<file path="src/rtl/rstc_pkg.sv">
package rstc_pkg;

  // ---------------------------------------------------------------
  // Register map (byte addresses)
  // ---------------------------------------------------------------
  localparam logic [31:0] RSTC_CTRL_OFF  = 32'h0000_0000;
  localparam logic [31:0] RSTC_CAUSE_OFF = 32'h0000_0004;
  localparam logic [31:0] RSTC_STRAP_OFF = 32'h0000_0008;
  localparam logic [31:0] RSTC_CFG_OFF   = 32'h0000_000C;
  localparam logic [31:0] RSTC_ISTAT_OFF = 32'h0000_0010;
  localparam logic [31:0] RSTC_IMASK_OFF = 32'h0000_0014;

  // ---------------------------------------------------------------
  // Field positions
  // ---------------------------------------------------------------
  localparam int RSTC_CTRL_WDOG_EN   = 0;
  localparam int RSTC_CTRL_BMON_EN   = 1;
  localparam logic [1:0] RSTC_CTRL_RESET = 2'h3;

  // Cause and interrupt status share this layout
  localparam int RSTC_EV_POR     = 0;
  localparam int RSTC_EV_EXTHARD = 1;
  localparam int RSTC_EV_WDOG    = 2;
  localparam int RSTC_EV_BMON    = 3;
  localparam int RSTC_EV_SOFT    = 4;
  localparam int RSTC_EV_PORSHRT = 5;
  localparam int RSTC_EV_W       = 6;
  localparam logic [RSTC_EV_W-1:0] RSTC_EV_RESET  = 6'h00;
  localparam logic [RSTC_EV_W-1:0] RSTC_MASK_RESET = 6'h00;

  // Strap register: [1:0] boot mode, [2] wdog, [3] narrow bus,
  // [4] host mode, [5] config source (1 = serial memory)
  localparam int RSTC_STRAP_BM    = 0;
  localparam int RSTC_STRAP_WATCHDOG_ENABLE_STRAP  = 2;
  localparam int RSTC_STRAP_NARW  = 3;
  localparam int RSTC_STRAP_HMODE = 4;
  localparam int RSTC_STRAP_SRC   = 5;
  localparam logic [1:0] RSTC_BM_HOST = 2'h0;

  localparam logic [1:0] RSTC_RESP_OKAY   = 2'h0;
  localparam logic [1:0] RSTC_RESP_SLVERR = 2'h2;

  // ---------------------------------------------------------------
  // Timing, in input reference clock periods
  // ---------------------------------------------------------------
  localparam int RSTC_INPUT_REFERENCE_CLOCK_PER_CLK = 1;
  localparam int RSTC_POR_MIN_INPUT_REFERENCE_CLOCK = 16;
  localparam int RSTC_RELEASE_INPUT_REFERENCE_CLOCK = 521;
  localparam int RSTC_SOFT_INPUT_REFERENCE_CLOCK    = 16;
  localparam int RSTC_CNT_W         = 10;
  localparam logic [RSTC_CNT_W-1:0] RSTC_POR_MIN_CYC =
    RSTC_CNT_W'(RSTC_POR_MIN_INPUT_REFERENCE_CLOCK * RSTC_INPUT_REFERENCE_CLOCK_PER_CLK);
  localparam logic [RSTC_CNT_W-1:0] RSTC_RELEASE_CYC =
    RSTC_CNT_W'(RSTC_RELEASE_INPUT_REFERENCE_CLOCK * RSTC_INPUT_REFERENCE_CLOCK_PER_CLK);
  localparam logic [RSTC_CNT_W-1:0] RSTC_SOFT_CYC =
    RSTC_CNT_W'(RSTC_SOFT_INPUT_REFERENCE_CLOCK * RSTC_INPUT_REFERENCE_CLOCK_PER_CLK);

  typedef enum logic [2:0] {
    RSTC_POR_HOLD,
    RSTC_POR_REL,
    RSTC_HARD_DRIVE,
    RSTC_HARD_WAIT,
    RSTC_SOFT_HOLD,
    RSTC_RUN
  } rstc_state_e;

endpackage : rstc_pkg

</file>
<file path="src/rtl/rstc_sync.sv">
`timescale 1ns/1ps
// Two-stage synchroniser; the first stage feeds only the second
module rstc_sync #(
  parameter int          W        = 1,
  parameter logic [W-1:0] RST_VAL = '0
) (
  // Clock and reset
  input  wire logic         clock_in,
  input  wire logic         rstn_in,
  // Data
  input  wire logic [W-1:0] async_in,
  output logic      [W-1:0] sync_out
);

  logic [W-1:0] meta_reg;

  always_ff @(posedge clock_in) begin
    if (!rstn_in) begin
      meta_reg <= RST_VAL;
      sync_out <= RST_VAL;
    end else begin
      meta_reg <= async_in;
      sync_out <= meta_reg;
    end
  end

endmodule : rstc_sync

</file>
<file path="src/rtl/rstc_top.sv">
// Implementation choices: the AXI4-Lite interface to the registers and the register addresses.
`timescale 1ns/1ps
module rstc_top
  import rstc_pkg::*;
(
  // Clock and reset
  input  wire logic        clock_in,
  input  wire logic        rstn_in,
  // AXI4-Lite write address and data
  input  wire logic        s_axi_awvalid,
  output logic             s_axi_awready,
  input  wire logic [31:0] s_axi_awaddr,
  input  wire logic [2:0]  s_axi_awprot,
  input  wire logic        s_axi_wvalid,
  output logic             s_axi_wready,
  input  wire logic [31:0] s_axi_wdata,
  input  wire logic [3:0]  s_axi_wstrb,
  // AXI4-Lite write response
  output logic             s_axi_bvalid,
  input  wire logic        s_axi_bready,
  output logic [1:0]       s_axi_bresp,
  // AXI4-Lite read
  input  wire logic        s_axi_arvalid,
  output logic             s_axi_arready,
  input  wire logic [31:0] s_axi_araddr,
  input  wire logic [2:0]  s_axi_arprot,
  output logic             s_axi_rvalid,
  input  wire logic        s_axi_rready,
  output logic [31:0]      s_axi_rdata,
  output logic [1:0]       s_axi_rresp,
  // Reset pins
  input  wire logic        power_on_reset_n_in,
  input  wire logic        hard_reset_pin_n_in,
  output logic             hard_reset_pin_n_out,
  output logic             hard_reset_pin_oe_n_out,
  // Internal reset events
  input  wire logic        watchdog_expired_in,
  input  wire logic        bus_monitor_expired_in,
  input  wire logic        tap_boundary_instr_in,
  // Straps
  input  wire logic [1:0]  boot_mode_select_in,
  input  wire logic        watchdog_enable_strap_in,
  input  wire logic        host_narrow_bus_strap_in,
  input  wire logic        host_mode_strap_in,
  // Configuration sources
  input  wire logic        cfg_host_valid_in,
  input  wire logic [31:0] cfg_host_data_in,
  input  wire logic        cfg_i2c_valid_in,
  input  wire logic [31:0] cfg_i2c_data_in,
  // Reset outputs
  output logic             system_pll_reset_out,
  output logic             core_reset_out,
  output logic             periph_reset_out,
  output logic             timer_reset_out,
  output logic             stop_halt_reset_out,
  output logic             soft_reset_internal_out,
  // Captured configuration
  output logic [1:0]       boot_mode_select_out,
  output logic             watchdog_enable_out,
  output logic             host_narrow_bus_out,
  output logic             host_mode_out,
  output logic             cfg_from_i2c_out,
  output logic [31:0]      cfg_word_out,
  // Interrupt
  output logic             irq_out
);

  // ---------------------------------------------------------------
  // Synchronisers
  // ---------------------------------------------------------------
  logic [1:0] pins_sync;

  rstc_sync #(
    .W       (2),
    .RST_VAL (2'h0)
  ) i_rstc_sync (
    .clock_in (clock_in),
    .rstn_in  (rstn_in),
    .async_in ({hard_reset_pin_n_in, power_on_reset_n_in}),
    .sync_out (pins_sync)
  );

  wire por_active  = !pins_sync[0];
  wire pin_low     = !pins_sync[1];

  // ---------------------------------------------------------------
  // Registers and state
  // ---------------------------------------------------------------
  rstc_state_e                state_reg;
  rstc_state_e                state_next;
  logic [RSTC_CNT_W-1:0]      cnt_reg;
  logic [RSTC_CNT_W-1:0]      cnt_next;
  logic [RSTC_CNT_W-1:0]      por_len_reg;
  logic [1:0]                 ctrl_reg;
  logic [RSTC_EV_W-1:0]       cause_reg;
  logic [RSTC_EV_W-1:0]       istat_reg;
  logic [RSTC_EV_W-1:0]       imask_reg;
  logic [5:0]                 strap_reg;
  logic [31:0]                cfg_reg;

  // ---------------------------------------------------------------
  // Reset sources and flow starts
  // ---------------------------------------------------------------
  wire in_run     = (state_reg == RSTC_RUN);
  wire wdog_hit   = watchdog_expired_in
                    && ctrl_reg[RSTC_CTRL_WDOG_EN];
  wire bmon_hit   = bus_monitor_expired_in
                    && ctrl_reg[RSTC_CTRL_BMON_EN];
  // The pin reads low while we drive it, so only sample it in run
  wire ext_hit    = pin_low && in_run;
  wire hard_start = in_run && !por_active
                    && (ext_hit || wdog_hit || bmon_hit);
  wire soft_start = in_run && !por_active && !hard_start
                    && tap_boundary_instr_in;
  wire por_start  = por_active && (state_reg != RSTC_POR_HOLD);
  wire por_release = (state_reg == RSTC_POR_HOLD) && !por_active;
  wire por_short  = por_release
                    && (por_len_reg < RSTC_POR_MIN_CYC);
  wire cnt_done   = (cnt_reg == '0);

  // Event vector in cause layout
  logic [RSTC_EV_W-1:0] ev_vec;
  assign ev_vec[RSTC_EV_POR]     = por_start;
  assign ev_vec[RSTC_EV_EXTHARD] = hard_start && ext_hit;
  assign ev_vec[RSTC_EV_WDOG]    = hard_start && wdog_hit;
  assign ev_vec[RSTC_EV_BMON]    = hard_start && bmon_hit;
  assign ev_vec[RSTC_EV_SOFT]    = soft_start;
  assign ev_vec[RSTC_EV_PORSHRT] = por_short;

  wire new_cause = por_start || hard_start || soft_start;

  // ---------------------------------------------------------------
  // Sequencer
  // ---------------------------------------------------------------
  always_comb begin
    state_next = state_reg;
    cnt_next   = cnt_done ? cnt_reg : cnt_reg - 1'b1;
    unique case (state_reg)
      RSTC_POR_HOLD: begin
        if (!por_active) begin
          state_next = RSTC_POR_REL;
          cnt_next   = RSTC_RELEASE_CYC - 1'b1;
        end
      end
      RSTC_POR_REL: begin
        if (cnt_done) begin
          state_next = RSTC_HARD_WAIT;
        end
      end
      RSTC_HARD_DRIVE: begin
        if (cnt_done) begin
          state_next = RSTC_HARD_WAIT;
        end
      end
      RSTC_HARD_WAIT: begin
        // Board circuitry may still hold the pin low
        if (!pin_low) begin
          state_next = RSTC_RUN;
        end
      end
      RSTC_SOFT_HOLD: begin
        if (cnt_done) begin
          state_next = RSTC_RUN;
        end
      end
      RSTC_RUN: begin
        if (hard_start) begin
          state_next = RSTC_HARD_DRIVE;
          cnt_next   = RSTC_RELEASE_CYC - 1'b1;
        end else if (soft_start) begin
          state_next = RSTC_SOFT_HOLD;
          cnt_next   = RSTC_SOFT_CYC - 1'b1;
        end
      end
      default: begin
        state_next = RSTC_POR_HOLD;
      end
    endcase
    if (por_start) begin
      state_next = RSTC_POR_HOLD;
    end
  end

  always_ff @(posedge clock_in) begin
    if (!rstn_in) begin
      // Leave reset in run so a pin still low is logged as power-on
      state_reg <= RSTC_RUN;
      cnt_reg   <= '0;
    end else begin
      state_reg <= state_next;
      cnt_reg   <= cnt_next;
    end
  end

  // Length of the power-on pulse, saturating at the minimum
  always_ff @(posedge clock_in) begin
    if (!rstn_in) begin
      por_len_reg <= '0;
    end else if (!por_active) begin
      por_len_reg <= '0;
    end else if (por_len_reg < RSTC_POR_MIN_CYC) begin
      por_len_reg <= por_len_reg + 1'b1;
    end
  end

  // ---------------------------------------------------------------
  // Reset outputs
  // ---------------------------------------------------------------
  always_ff @(posedge clock_in) begin
    if (!rstn_in) begin
      system_pll_reset_out    <= 1'b1;
      hard_reset_pin_oe_n_out <= 1'b0;
      core_reset_out          <= 1'b1;
      soft_reset_internal_out <= 1'b0;
    end else begin
      system_pll_reset_out    <= (state_next == RSTC_POR_HOLD);
      hard_reset_pin_oe_n_out <= !(state_next == RSTC_POR_HOLD
                                 || state_next == RSTC_POR_REL
                                 || state_next == RSTC_HARD_DRIVE);
      core_reset_out          <= (state_next != RSTC_RUN);
      soft_reset_internal_out <= (state_next == RSTC_SOFT_HOLD);
    end
  end

  // Open-drain: only ever drive low
  assign hard_reset_pin_n_out = 1'b0;
  assign periph_reset_out     = core_reset_out;
  assign timer_reset_out      = core_reset_out;
  assign stop_halt_reset_out  = core_reset_out;

  // ---------------------------------------------------------------
  // Straps and configuration capture
  // ---------------------------------------------------------------
  wire [5:0] strap_live = {boot_mode_select_in != RSTC_BM_HOST,
                           host_mode_strap_in,
                           host_narrow_bus_strap_in,
                           watchdog_enable_strap_in,
                           boot_mode_select_in};
  wire use_i2c   = strap_reg[RSTC_STRAP_SRC];
  wire cfg_take  = (state_reg == RSTC_POR_REL) && !por_active
                   && (use_i2c ? cfg_i2c_valid_in
                               : cfg_host_valid_in);
  wire [31:0] cfg_src = use_i2c ? cfg_i2c_data_in : cfg_host_data_in;

  always_ff @(posedge clock_in) begin
    if (!rstn_in) begin
      strap_reg <= '0;
      cfg_reg   <= '0;
    end else begin
      if (por_release) begin
        strap_reg <= strap_live;
      end
      if (cfg_take) begin
        cfg_reg <= cfg_src;
      end
    end
  end

  assign boot_mode_select_out = strap_reg[RSTC_STRAP_BM +: 2];
  assign watchdog_enable_out  = strap_reg[RSTC_STRAP_WATCHDOG_ENABLE_STRAP];
  assign host_narrow_bus_out  = strap_reg[RSTC_STRAP_NARW];
  assign host_mode_out        = strap_reg[RSTC_STRAP_HMODE];
  assign cfg_from_i2c_out     = use_i2c;
  assign cfg_word_out         = cfg_reg;

  // ---------------------------------------------------------------
  // AXI4-Lite slave
  // ---------------------------------------------------------------
  logic        aw_held_reg;
  logic        w_held_reg;
  logic [31:0] awaddr_reg;
  logic [31:0] wdata_reg;
  logic        wstrb0_reg;

  assign s_axi_awready = !aw_held_reg && !s_axi_bvalid;
  assign s_axi_wready  = !w_held_reg && !s_axi_bvalid;
  assign s_axi_arready = !s_axi_rvalid;

  wire aw_fire  = s_axi_awvalid && s_axi_awready;
  wire w_fire   = s_axi_wvalid && s_axi_wready;
  wire ar_fire  = s_axi_arvalid && s_axi_arready;
  wire wr_go    = aw_held_reg && w_held_reg;
  wire wr_ctrl  = wr_go && wstrb0_reg && (awaddr_reg == RSTC_CTRL_OFF);
  wire wr_istat = wr_go && wstrb0_reg && (awaddr_reg == RSTC_ISTAT_OFF);
  wire wr_imask = wr_go && wstrb0_reg && (awaddr_reg == RSTC_IMASK_OFF);
  wire wr_hit   = (awaddr_reg == RSTC_CTRL_OFF)
                  || (awaddr_reg == RSTC_ISTAT_OFF)
                  || (awaddr_reg == RSTC_IMASK_OFF)
                  || (awaddr_reg == RSTC_CAUSE_OFF)
                  || (awaddr_reg == RSTC_STRAP_OFF)
                  || (awaddr_reg == RSTC_CFG_OFF);

  always_ff @(posedge clock_in) begin
    if (!rstn_in) begin
      aw_held_reg  <= 1'b0;
      w_held_reg   <= 1'b0;
      awaddr_reg   <= '0;
      wdata_reg    <= '0;
      wstrb0_reg   <= 1'b0;
      s_axi_bvalid <= 1'b0;
      s_axi_bresp  <= RSTC_RESP_OKAY;
    end else begin
      if (aw_fire) begin
        aw_held_reg <= 1'b1;
        awaddr_reg  <= {s_axi_awaddr[31:2], 2'h0};
      end
      if (w_fire) begin
        w_held_reg <= 1'b1;
        wdata_reg  <= s_axi_wdata;
        wstrb0_reg <= s_axi_wstrb[0];
      end
      if (wr_go) begin
        aw_held_reg  <= 1'b0;
        w_held_reg   <= 1'b0;
        s_axi_bvalid <= 1'b1;
        s_axi_bresp  <= wr_hit ? RSTC_RESP_OKAY : RSTC_RESP_SLVERR;
      end else if (s_axi_bready) begin
        s_axi_bvalid <= 1'b0;
      end
    end
  end

  // Read decode
  wire [31:0] ar_addr = {s_axi_araddr[31:2], 2'h0};
  logic [31:0] rd_mux;
  logic        rd_hit;
  always_comb begin
    rd_hit = 1'b1;
    unique case (ar_addr)
      RSTC_CTRL_OFF:  rd_mux = {30'h0, ctrl_reg};
      RSTC_CAUSE_OFF: rd_mux = {26'h0, cause_reg};
      RSTC_STRAP_OFF: rd_mux = {26'h0, strap_reg};
      RSTC_CFG_OFF:   rd_mux = cfg_reg;
      RSTC_ISTAT_OFF: rd_mux = {26'h0, istat_reg};
      RSTC_IMASK_OFF: rd_mux = {26'h0, imask_reg};
      default: begin
        rd_mux = '0;
        rd_hit = 1'b0;
      end
    endcase
  end

  always_ff @(posedge clock_in) begin
    if (!rstn_in) begin
      s_axi_rvalid <= 1'b0;
      s_axi_rdata  <= '0;
      s_axi_rresp  <= RSTC_RESP_OKAY;
    end else if (ar_fire) begin
      s_axi_rvalid <= 1'b1;
      s_axi_rdata  <= rd_mux;
      s_axi_rresp  <= rd_hit ? RSTC_RESP_OKAY : RSTC_RESP_SLVERR;
    end else if (s_axi_rready) begin
      s_axi_rvalid <= 1'b0;
    end
  end

  // ---------------------------------------------------------------
  // Control, cause and interrupt registers
  // ---------------------------------------------------------------
  // Sticky bits: a new event in the clearing cycle wins
  wire [RSTC_EV_W-1:0] istat_clr = wr_istat ? wdata_reg[RSTC_EV_W-1:0]
                                            : '0;

  always_ff @(posedge clock_in) begin
    if (!rstn_in) begin
      ctrl_reg  <= RSTC_CTRL_RESET;
      cause_reg <= RSTC_EV_RESET;
      istat_reg <= RSTC_EV_RESET;
      imask_reg <= RSTC_MASK_RESET;
    end else begin
      if (wr_ctrl) begin
        ctrl_reg <= wdata_reg[1:0];
      end
      // Survives every flow so software can read it afterwards
      if (new_cause) begin
        cause_reg <= ev_vec;
      end else if (por_short) begin
        cause_reg[RSTC_EV_PORSHRT] <= 1'b1;
      end
      istat_reg <= (istat_reg & ~istat_clr) | ev_vec;
      if (wr_imask) begin
        imask_reg <= wdata_reg[RSTC_EV_W-1:0];
      end
    end
  end

  assign irq_out = |(istat_reg & imask_reg);

endmodule : rstc_top

</file>
<file path="config.mk">
export PLATFORM = sky130hd
export DESIGN_NAME = rstc_top
export DESIGN_NICKNAME = d
export VERILOG_FILES = /design/src/rtl/rstc_pkg.sv /design/src/rtl/rstc_sync.sv /design/src/rtl/rstc_top.sv
export SDC_FILE = /design/constraint.sdc
export NUM_CORES = 1
export LEC_CHECK = 0
export ABC_AREA = 1
export BUFFER_PORTS_ARGS = -buffer_cell sky130_fd_sc_hd__buf_2
export CORE_ASPECT_RATIO = 0.9
export CORE_MARGIN = 2
export CORE_UTILIZATION = 49
export CTS_CLUSTER_DIAMETER = 80
export DETAILED_ROUTE_END_ITERATION = 7
export GPL_TIMING_DRIVEN = 0
export PLACE_DENSITY = 0.8
export SETUP_SLACK_MARGIN = 0.2
export SYNTH_ARGS = -nofsm -noshare
export SYNTH_HDL_FRONTEND = slang
export SYNTH_SLANG_ARGS = --single-unit
</file>
<file path="constraint.sdc">
create_clock -name clock_in -period 1.9 [get_ports clock_in]
set_input_delay 0.38 -clock clock_in [delete_from_list [all_inputs] [get_ports clock_in]]
set_output_delay 0.38 -clock clock_in [all_outputs]
set_load 0.01 [all_outputs]
</file>
# Word-level counts from Yosys, hierarchy flattened
# Cells that the tools add are included.
[word_totals]
mem_bits_rw = 0
ff_bits = 166
romBits = 0
latch_bits = 0
inputBits = 189
mem_count = 0
[op_classes]
n_addsub = 2
shifts = 0
reduce_logical = 59
n_div = 0
n_mul = 0
n_lt_le_gt_ge = 1
n_bitwise = 5
mux = 26
n_eq_ne = 19
[op_table]
columns = ["operator", "n"]
rows = [
  ["$pmux 32 s6", 1],
  ["$eq 30x2->1 const B", 4],
  ["$eq 30x3->1 const B", 4],
  ["$logic_not 32->1", 2],
  ["$eq 30x1->1 const B", 2],
  ["$mux 10", 4],
  ["$mux 32", 1],
  ["$logic_and 1x1->1", 25],
  ["$mux 3", 7],
  ["$pmux 10 s2", 1],
  ["$pmux 3 s5", 1],
  ["$and 6x6->6", 2],
  ["$reduce_or 6->1", 2],
  ["$logic_or 1x1->1", 11],
  ["$add 10x1->10 const B", 1],
  ["$logic_not 10->1", 1],
  ["$lt 10x5->1 const B", 1],
  ["$sub 10x1->10 const B", 1],
  ["$eq 3x2->1 const B", 3],
  ["$eq 3x3->1 const B", 3],
  ["$logic_not 1->1", 8],
  ["$mux 1", 8],
  ["$reduce_bool 2->1", 4],
  ["$eq 3x1->1 const B", 2],
  ["9 further kinds", 13],
]

# Logic depth before layout (Yosys ltp)
# Gate-level depths: netlist of the first run.
[logic_depth]
ltp_word = 16
mapped_depth = 12
mapped_depth_nobuf = 12

# Modules after synthesis
# A second synthesis of the first run with hierarchy kept.
[hier_totals]
cells_unflattened = 1030
area_unflattened_um2 = 7279.5
[modules_own_cells]
columns = ["mod", "instances", "area_per_inst_um2", "cells_per_inst", "seq_area_each_um2"]
rows = [
  ["rstc_top", 1, 7169.4, 1018, 3203.1],
  ["rstc_sync", 1, 110.1, 12, 80.1],
]

# Worst setup path before layout of the first run
# Ideal clock, no wire load.
[synth_timing]
path_kind = "register -> register"
startpoint = "reg cnt_reg[0]"
endpoint = "reg system_pll_reset_out"
path_stages_with_launch = 12
arrival_time_ns = 1.490
n_path_buf = 0
setup_time_ns = 0.112
setup_slack_ns = 0.298
required_ns = 1.788
path_cell_list = "dfxtp_1 > inv_1 > ha_1 > nand3_1 > nor2_1 > nand3_2 > nand2_1 > o21ai_0 > nand3_1 > nand2_1 > nor2_1 > nor2_1"
[synth_via]
elab_chain_cells = 5
[synth_rtl]
columns = ["element", "line_no", "source"]
rows = [
  ["from (decl)", "rstc_top.sv:91", "logic [RSTC_CNT_W-1:0] cnt_reg;"],
  ["from (signal assigned)", "rstc_top.sv:191", "cnt_reg <= cnt_next;"],
  ["$logic_not 10->1 *", "rstc_top.sv:119", "wire cnt_done = (cnt_reg == '0);"],
  ["$mux 3, on equally long branches", "rstc_top.sv:162, rstc_top.sv:146, rstc_top.sv:151", ""],
  ["$pmux 3 s5 *", "rstc_top.sv:138", "unique case (state_reg)"],
  ["$mux 3 *", "rstc_top.sv:179", "if (por_start) begin"],
  ["$logic_not 3->1 *", "rstc_top.sv:216", "system_pll_reset_out <= (state_next == RSTC_POR_HOLD);"],
  ["to (signal assigned)", "rstc_top.sv:216", ""],
  ["to (decl)", "rstc_top.sv:51", "output logic system_pll_reset_out,"],
]
# Every way passes the cells marked *; elsewhere a longest branch is shown, timed or not.
# A chain may end at the register's enable or synchronous reset.

# Worst setup path in the final report of the first run
[layout_timing]
startpoint = "reg istat_reg[5]"
endpoint = "out irq_out"
[layout_via]
elab_chain_cells = 2
[layout_rtl]
columns = ["element", "line_no", "source"]
rows = [
  ["from (decl)", "rstc_top.sv:96", "logic [RSTC_EV_W-1:0] istat_reg;"],
  ["from (signal assigned)", "rstc_top.sv:380", "istat_reg <= (istat_reg & ~istat_clr) | ev_vec;"],
  ["$and 6x6->6", "rstc_top.sv:387", "assign irq_out = |(istat_reg & imask_reg);"],
  ["$reduce_or 6->1", "rstc_top.sv:387", ""],
  ["to (decl)", "rstc_top.sv:65", "output logic irq_out"],
]
# No other way between the ends.

==> results.py, run 1 <==
metrics = {
    "run_status": {
        "status": "finished clean",
    },
    "final_layout": {
        "layout-drive-gt1-share": 0.317,
        "finalNetCount": 1472,
        "areaGrowthSynthToFinish_pct": 32.7,
        "finalNonFillerCells": 1493,
    },
    "logic_synthesis": {
        "netlist_area_um2": 7300,
        "ys_async_sr_fraction": 0,
        "yosys.area_share.xor_xnor": 0.00720,
        "synth_compound_area_frac": 0.176,
        "syn_area_per_cell_um2": 7.23,
        "synth-main-ff-cell": "dfxtp_1",
        "synth_seq_cells": 164,
        "synthDistinctLibCells": 36,
        "synth_edf_count": 0,
        "synth_top_family_by_area": "simple AND/OR/NAND/NOR gates",
        "synth_mux_area_frac": 0.00154,
        "synthAdderAreaFrac": 0.00343,
        "syn_inst": 1010,
        "ys_seq_area_frac": 0.450,
        "yosys_warnings": 0,
        "synth-simple-area-share": 0.267,
    },
    "floorplanning": {
        "fp.coreArea_um2": 14700,
        "dieHeight_um": 120,
        "die_x_um": 133,
        "num_rows": 42,
        "boundaryPins": 277,
        "die_area_um2": 15900,
        "start_util": 0.498,
    },
    "clock_network": {
        "holdBufCountCts": 0,
        "cts_tree": "yes",
        "cts_buffers": 17,
        "htree_levels": 4,
        "clk_pin_slew_worst_paths_ns": 0.06,
        "clk_path_buf_depth": 2,
        "cts-root-buf": "clkbuf_16",
        "insertion_delay_ns": 0.43,
        "clock_sinks": 164,
    },
    "worst_hold_path": {
        "min_path_type": "primary input to flop",
    },
    "timing": {
        "worst_pin_slew_ns": 0.787,
        "finalHoldViolations": 0,
        "rsz0062_at_grt": "true",
        "finalClockSkew_ns": 0.0102,
        "setup_viol_count_final": 0,
        "fin_ws_ns": 0.138,
        "whs_ns": 0.136,
        "fin_tns_setup_ns": 0,
        "slew_headroom": 0.476,
        "post-route-min-period_ns": 1.76,
        "min_period_over_period": 0.927,
        "drv_slew": 0,
        "max_freq_mhz": 568,
    },
    "setup_path": {
        "critPathLaunchType": "flop",
        "max_stage_delay_ns": 0.33,
        "cp.arrival_ns": 1.38,
        "crit_fanout": 2,
        "crit_top_cell": "nand2_2",
        "worst-setup-path-type": "flop to output pin",
        "cp-end-kind": "output pin",
        "cp_slowest_cell": "dfxtp_2",
        "worst_ep_required_time_ns": 1.52,
        "path_cells": "nand2_2 -> nand2_2 -> a221oi_2 -> nand3_1 -> buf_2",
    },
    "global_routing": {
        "grt_pass1_vias": 6864,
        "grt_max_degree": 17,
        "track_usage": 0.266,
        "grt_overflow": 0,
        "antenna_found_initial": 1,
        "grt_pass1_wl_um": 33600,
    },
    "routing": {
        "viasPerCell": 5.14,
        "routedWlPerCell_um": 14.5,
        "drtAntennaViolNets": 0,
        "vias": 7677,
        "drt_wl_total_um": 21600,
        "drtIter0Drc": 626,
        "firstDrtPassIters": 5,
        "post-route-drc-count": 0,
    },
    "place": {
        "portBuffers": 233,
        "place_ws_ns": -0.213,
        "dpl.hpwl_um": 16000,
        "place_inst": 1443,
        "place.gp.congestion": 0.939,
    },
    "pwr": {
        "leakage_uw": 0.00462,
        "ir_worst_vdd_uv": 830,
        "p_per_area_nw_per_um2": 942,
        "power_uw": 9120,
    },
    "run": {
        "max-cap-violations": 0,
    },
}
[repair_timing]
action / CTS / global route
endpoints found under the setup margin: 51 / 76
gates resized for setup: 26 / 55
buffers inserted: 6 / 11
pin swaps: 4 / 16
[power by group]
group	switching (uW)	internal (uW)	total [uW]
Sequential	140	3670	3810
Clock	1400	2180	3580
Combinational	1020	717	1740
Total	2560	6560	9120
[metrics by stage]
stage | util | instance area (um^2)
2_1_floorplan | - | 7310
3_3_place_gp | 0.595 | 8720
3_5_place_dp | 0.595 | 8720
4_1_cts | 0.644 | 9450
5_1_grt | 0.660 | 9680
6_report | 0.660 | 9680
[synthesized netlist by cell type (6+ instances only)]
cell | number | share of area
a21oi_1 | 123 | 0.084
a21oi_2 | 20 | 0.024
buf_1 | 6 | 0.0031
buf_4 | 9 | 0.0093
clkbuf_1 | 32 | 0.016
dfxtp_1 | 164 | 0.45
inv_1 | 110 | 0.057
nand2_1 | 148 | 0.076
nand3_1 | 75 | 0.051
nand3_2 | 23 | 0.032
nand4_1 | 6 | 0.0051
nor2_1 | 153 | 0.079
nor3_1 | 8 | 0.0055
o21ai_0 | 87 | 0.060
xor2_1 | 6 | 0.0072
[placed cells by master (no fill, tap or decap), types with 6 or more instances in the layout]
master and count:
buf_2 241, dfxtp_1 156, nor2_1 148, nand2_1 138, a21oi_1 121, inv_1 102, o21ai_0 87, nand3_1 73
buf_4 25, clkbuf_1 22, a21oi_2 22, nand3_2 21, clkbuf_16 17, nand2_2 12, inv_2 11, clkbuf_2 8
dfxtp_2 7, nand4_1 6, xor2_1 6
[path summary, 6_finish.rpt]
path                                                    startpoint                                  to  slack (ns)  cells after the start
worst max register to register             state_reg[1]$_SDFF_PN0_           cause_reg[4]$_SDFFE_PN0P_        0.21                     10
worst min-delay path                           power_on_reset_n_in  i_rstc_sync.meta_reg[0]$_SDFF_PN0_        0.14                      3
worst min register to register  i_rstc_sync.meta_reg[1]$_SDFF_PN0_  i_rstc_sync.sync_out[1]$_SDFF_PN0_        0.41                      2
worst max-delay path                       istat_reg[5]$_SDFF_PN0_                             irq_out        0.14                      5
[worst max-delay path, delay by kind of cell (launching register included)]
kind	cells	cell delay (ns)
AND/OR/NAND/NOR	3	0.27
buffers and inverters	1	0.17
AO/OA/AOI/OAI	1	0.19
flip-flops	1	0.33
[cell families (layout without fill, tap and decap cells)]
group                    Yosys count  count (layout)
flip-flops                       164             164
multiplexers                       1               1
AO/OA/AOI/OAI                    238             238
XOR/XNOR                           6               6
other                              1               4
AND/OR/NAND/NOR                  429             429
adder cells (fa/ha/maj)            2               2
buffers and inverters            169             451
[layout make-up]
| cell class | instances | area [um^2] |
|---|---|---|
| Antenna cell | 1 | 2.50 |
| Buffer | 53 | 272 |
| Clock buffer | 21 | 470 |
| Clock inverter | 11 | 148 |
| Fill cell | 1260 | 4980 |
| Inverter | 116 | 440 |
| Multi-Input combinational cell | 679 | 3510 |
| Sequential cell | 164 | 3300 |
| Tap cell | 198 | 248 |
| Timing Repair Buffer | 250 | 1300 |
[layer usage]
metal  vias up  GRT usage  routed length (um)
li1       3824          -                   -
met1      3506      0.354                9440
met2       310      0.431               10000
met3        37     0.0621                1670
met4         0     0.0813                 465
met5         -          0                   0
Power figures use the tool's default switching activity.
==> inputs of run 2 (changes only) <==
- CORE_UTILIZATION: 49 -> 40
- PLACE_DENSITY: 0.8 -> 0.67
- RECOVER_POWER: not set -> 25
==> results.py, run 2 (synthesized netlist as in run 1, its figures left out) <==
metrics = {
    "clock_network": {
        "clk_pin_slew_worst_paths_ns": 0.06,
        "htree_levels": 4,
        "cts_buffers": 17,
        "cts_tree": "yes",
        "clk_path_buf_depth": 2,
        "clock_sinks": 164,
        "insertion_delay_ns": 0.43,
        "cts-root-buf": "clkbuf_16",
    },
    "global_routing": {
        "grt_pass1_wl_um": 34600,
        "track_usage": 0.222,
        "grt_overflow": 0,
        "antenna_found_initial": 2,
        "grt_max_degree": 17,
        "grt_pass1_vias": 6702,
    },
    "final_layout": {
        "final_cell_mix": "192 x buf_2, 155 x dfxtp_1, 147 x nor2_1",
        "layout-drive-gt1-share": 0.270,
        "areaGrowthSynthToFinish_pct": 31.6,
        "layout_commonest_cell": "buf_2",
        "fin_util": 0.542,
        "finalNetCount": 1465,
    },
    "place": {
        "place.gp.congestion": 0.917,
        "dpl.hpwl_um": 16400,
        "portBuffers": 233,
    },
    "pwr": {
        "seq_power_share": 0.424,
        "clkPwrFrac": 0.385,
        "swShare": 0.291,
        "p_sw_uw": 2610,
        "leakage_uw": 0.00436,
        "ir_worst_vdd_uv": 850,
        "p_comb_frac": 0.191,
        "p_per_area_nw_per_um2": 934,
        "intPower_uw": 6360,
    },
    "setup_path": {
        "cp.arrival_ns": 1.34,
        "crit_fanout": 2,
        "cp_num_cells": 5,
        "crit_top_cell": "nand2_1",
        "critPathLaunchType": "flop",
        "cp-end-kind": "output pin",
        "worst-setup-path-type": "flop to output pin",
        "crit_start": "istat_reg[0]$_SDFF_PN0_",
        "crit_path_end": "irq_out",
        "cp_slowest_cell": "dfxtp_2",
        "r2r-start": "i_rstc_sync.sync_out[0]$_SDFF_PN0_",
        "cp_num_buf_inv": 1,
        "max_stage_delay_ns": 0.32,
        "crit_family": "flip-flops",
        "reg2reg_slack_ns": 0.23,
        "r2r.worst_path.cells": 8,
        "worst_ep_required_time_ns": 1.52,
        "path_cells": "nand2_1 -> nand2_1 -> a221oi_2 -> nand3_1 -> buf_2",
        "reg2reg_to": "hard_reset_pin_oe_n_out$_SDFF_PN0_",
    },
    "floorplanning": {
        "die_area_um2": 19300,
        "start_util": 0.412,
        "fp.coreArea_um2": 17700,
        "dieHeight_um": 132,
        "boundaryPins": 277,
        "num_rows": 46,
        "die_x_um": 146,
    },
    "timing": {
        "setup_viol_count_final": 0,
        "slew_headroom": 0.515,
        "finalHoldViolations": 0,
        "rsz0062_at_grt": "true",
        "worst_pin_slew_ns": 0.723,
        "drv_slew": 0,
        "post-route-min-period_ns": 1.72,
        "max_freq_mhz": 580,
        "finalClockSkew_ns": 0.00960,
        "min_period_over_period": 0.908,
        "fin_tns_setup_ns": 0,
    },
    "routing": {
        "drtIter0Drc": 480,
        "firstDrtPassIters": 5,
        "drt_wl_total_um": 21600,
        "vias": 7363,
        "viasPerCell": 4.82,
        "post-route-drc-count": 0,
        "drtAntennaViolNets": 0,
        "routedWlPerCell_um": 14.1,
    },
    "run": {
        "max-cap-violations": 0,
    },
    "worst_hold_path": {
        "min_path_type": "primary input to flop",
    },
    "run_status": {
        "status": "finished clean",
    },
}
[run 2: changes by cell type in the layout (fill, tap and decap cells not counted), moves of 2 or more]
cell / change
nand2_1: +7
nand2_2: -8
clkinvlp_4: +3
clkbuf_4: +2
clkbuf_8: -2
buf_4: -6
inv_2: -6
buf_2: -49
buf_1: -2
inv_1: +5
clkbuf_1: +47
[run 2: power groups by stage]
stage	combinational, uW	sequential [uW]	clock, uW
finish	1710	3800	3460
global route	1950	3830	3640
CTS	1580	3790	3490
detailed placement	1440	3870	0
global placement	1400	3870	0
floorplan	992	3860	0
[run 2: final cells by class]
| class | instances | area, um^2 |
|---|---|---|
| Fill cell | 1808 | 8120 |
| Multi-Input combinational cell | 679 | 3510 |
| Sequential cell | 164 | 3300 |
| Timing Repair Buffer | 243 | 1180 |
| Inverter | 116 | 443 |
| Clock buffer | 18 | 439 |
| Tap cell | 240 | 300 |
| Buffer | 53 | 278 |
| Clock inverter | 14 | 153 |
| Antenna cell | 2 | 5.00 |
[run 2: layer usage]
layer,up-vias,share of wire,GRT usage
li1,3810,-,-
met1,3337,0.47,0.303
met2,193,0.46,0.353
met3,23,0.056,0.0574
met4,0,0.016,0.0556
met5,-,0,0
[run 2: what timing repair did]
action                     CTS  global route
buffers inserted            10             0
gates resized for setup     29            48
hold endpoints to repair     0             0
pin swaps                    7            10
hold buffers                 0             0
setup endpoints to repair   55            95
[run 2: worst min-delay path by stage]
stage,startpoint,end,slack (ns),depth (start not counted)
2_1_floorplan,i_rstc_sync.meta_reg[0]$_SDFF_PN0_,i_rstc_sync.sync_out[0]$_SDFF_PN0_,0.39,2
3_3_place_gp,i_rstc_sync.meta_reg[1]$_SDFF_PN0_,i_rstc_sync.sync_out[1]$_SDFF_PN0_,0.40,2
3_5_place_dp,i_rstc_sync.meta_reg[1]$_SDFF_PN0_,i_rstc_sync.sync_out[1]$_SDFF_PN0_,0.39,2
4_1_cts,power_on_reset_n_in,i_rstc_sync.meta_reg[0]$_SDFF_PN0_,0.13,3
5_1_grt,power_on_reset_n_in,i_rstc_sync.meta_reg[0]$_SDFF_PN0_,0.15,3
6_report,power_on_reset_n_in,i_rstc_sync.meta_reg[0]$_SDFF_PN0_,0.14,3
[run 2: through the flow]
step	hold slack [ns]	setup slack, ns	power [uW]	cells	cell area, um^2
finish	0.137	0.175	8970	1529	9600
global route	0.153	0.0603	9420	1528	9600
CTS	0.129	0.165	8860	1527	9510
detailed placement	0.395	-0.212	5310	1485	8770
global placement	0.402	-0.209	5270	1485	8770
floorplan	0.390	0.298	4850	1012	7310
[run 2: tightest hold or removal path, cell delays in order]
cell and delay (ns):
buf_2 0.07, nand2_1 0.04, inv_1 0.04
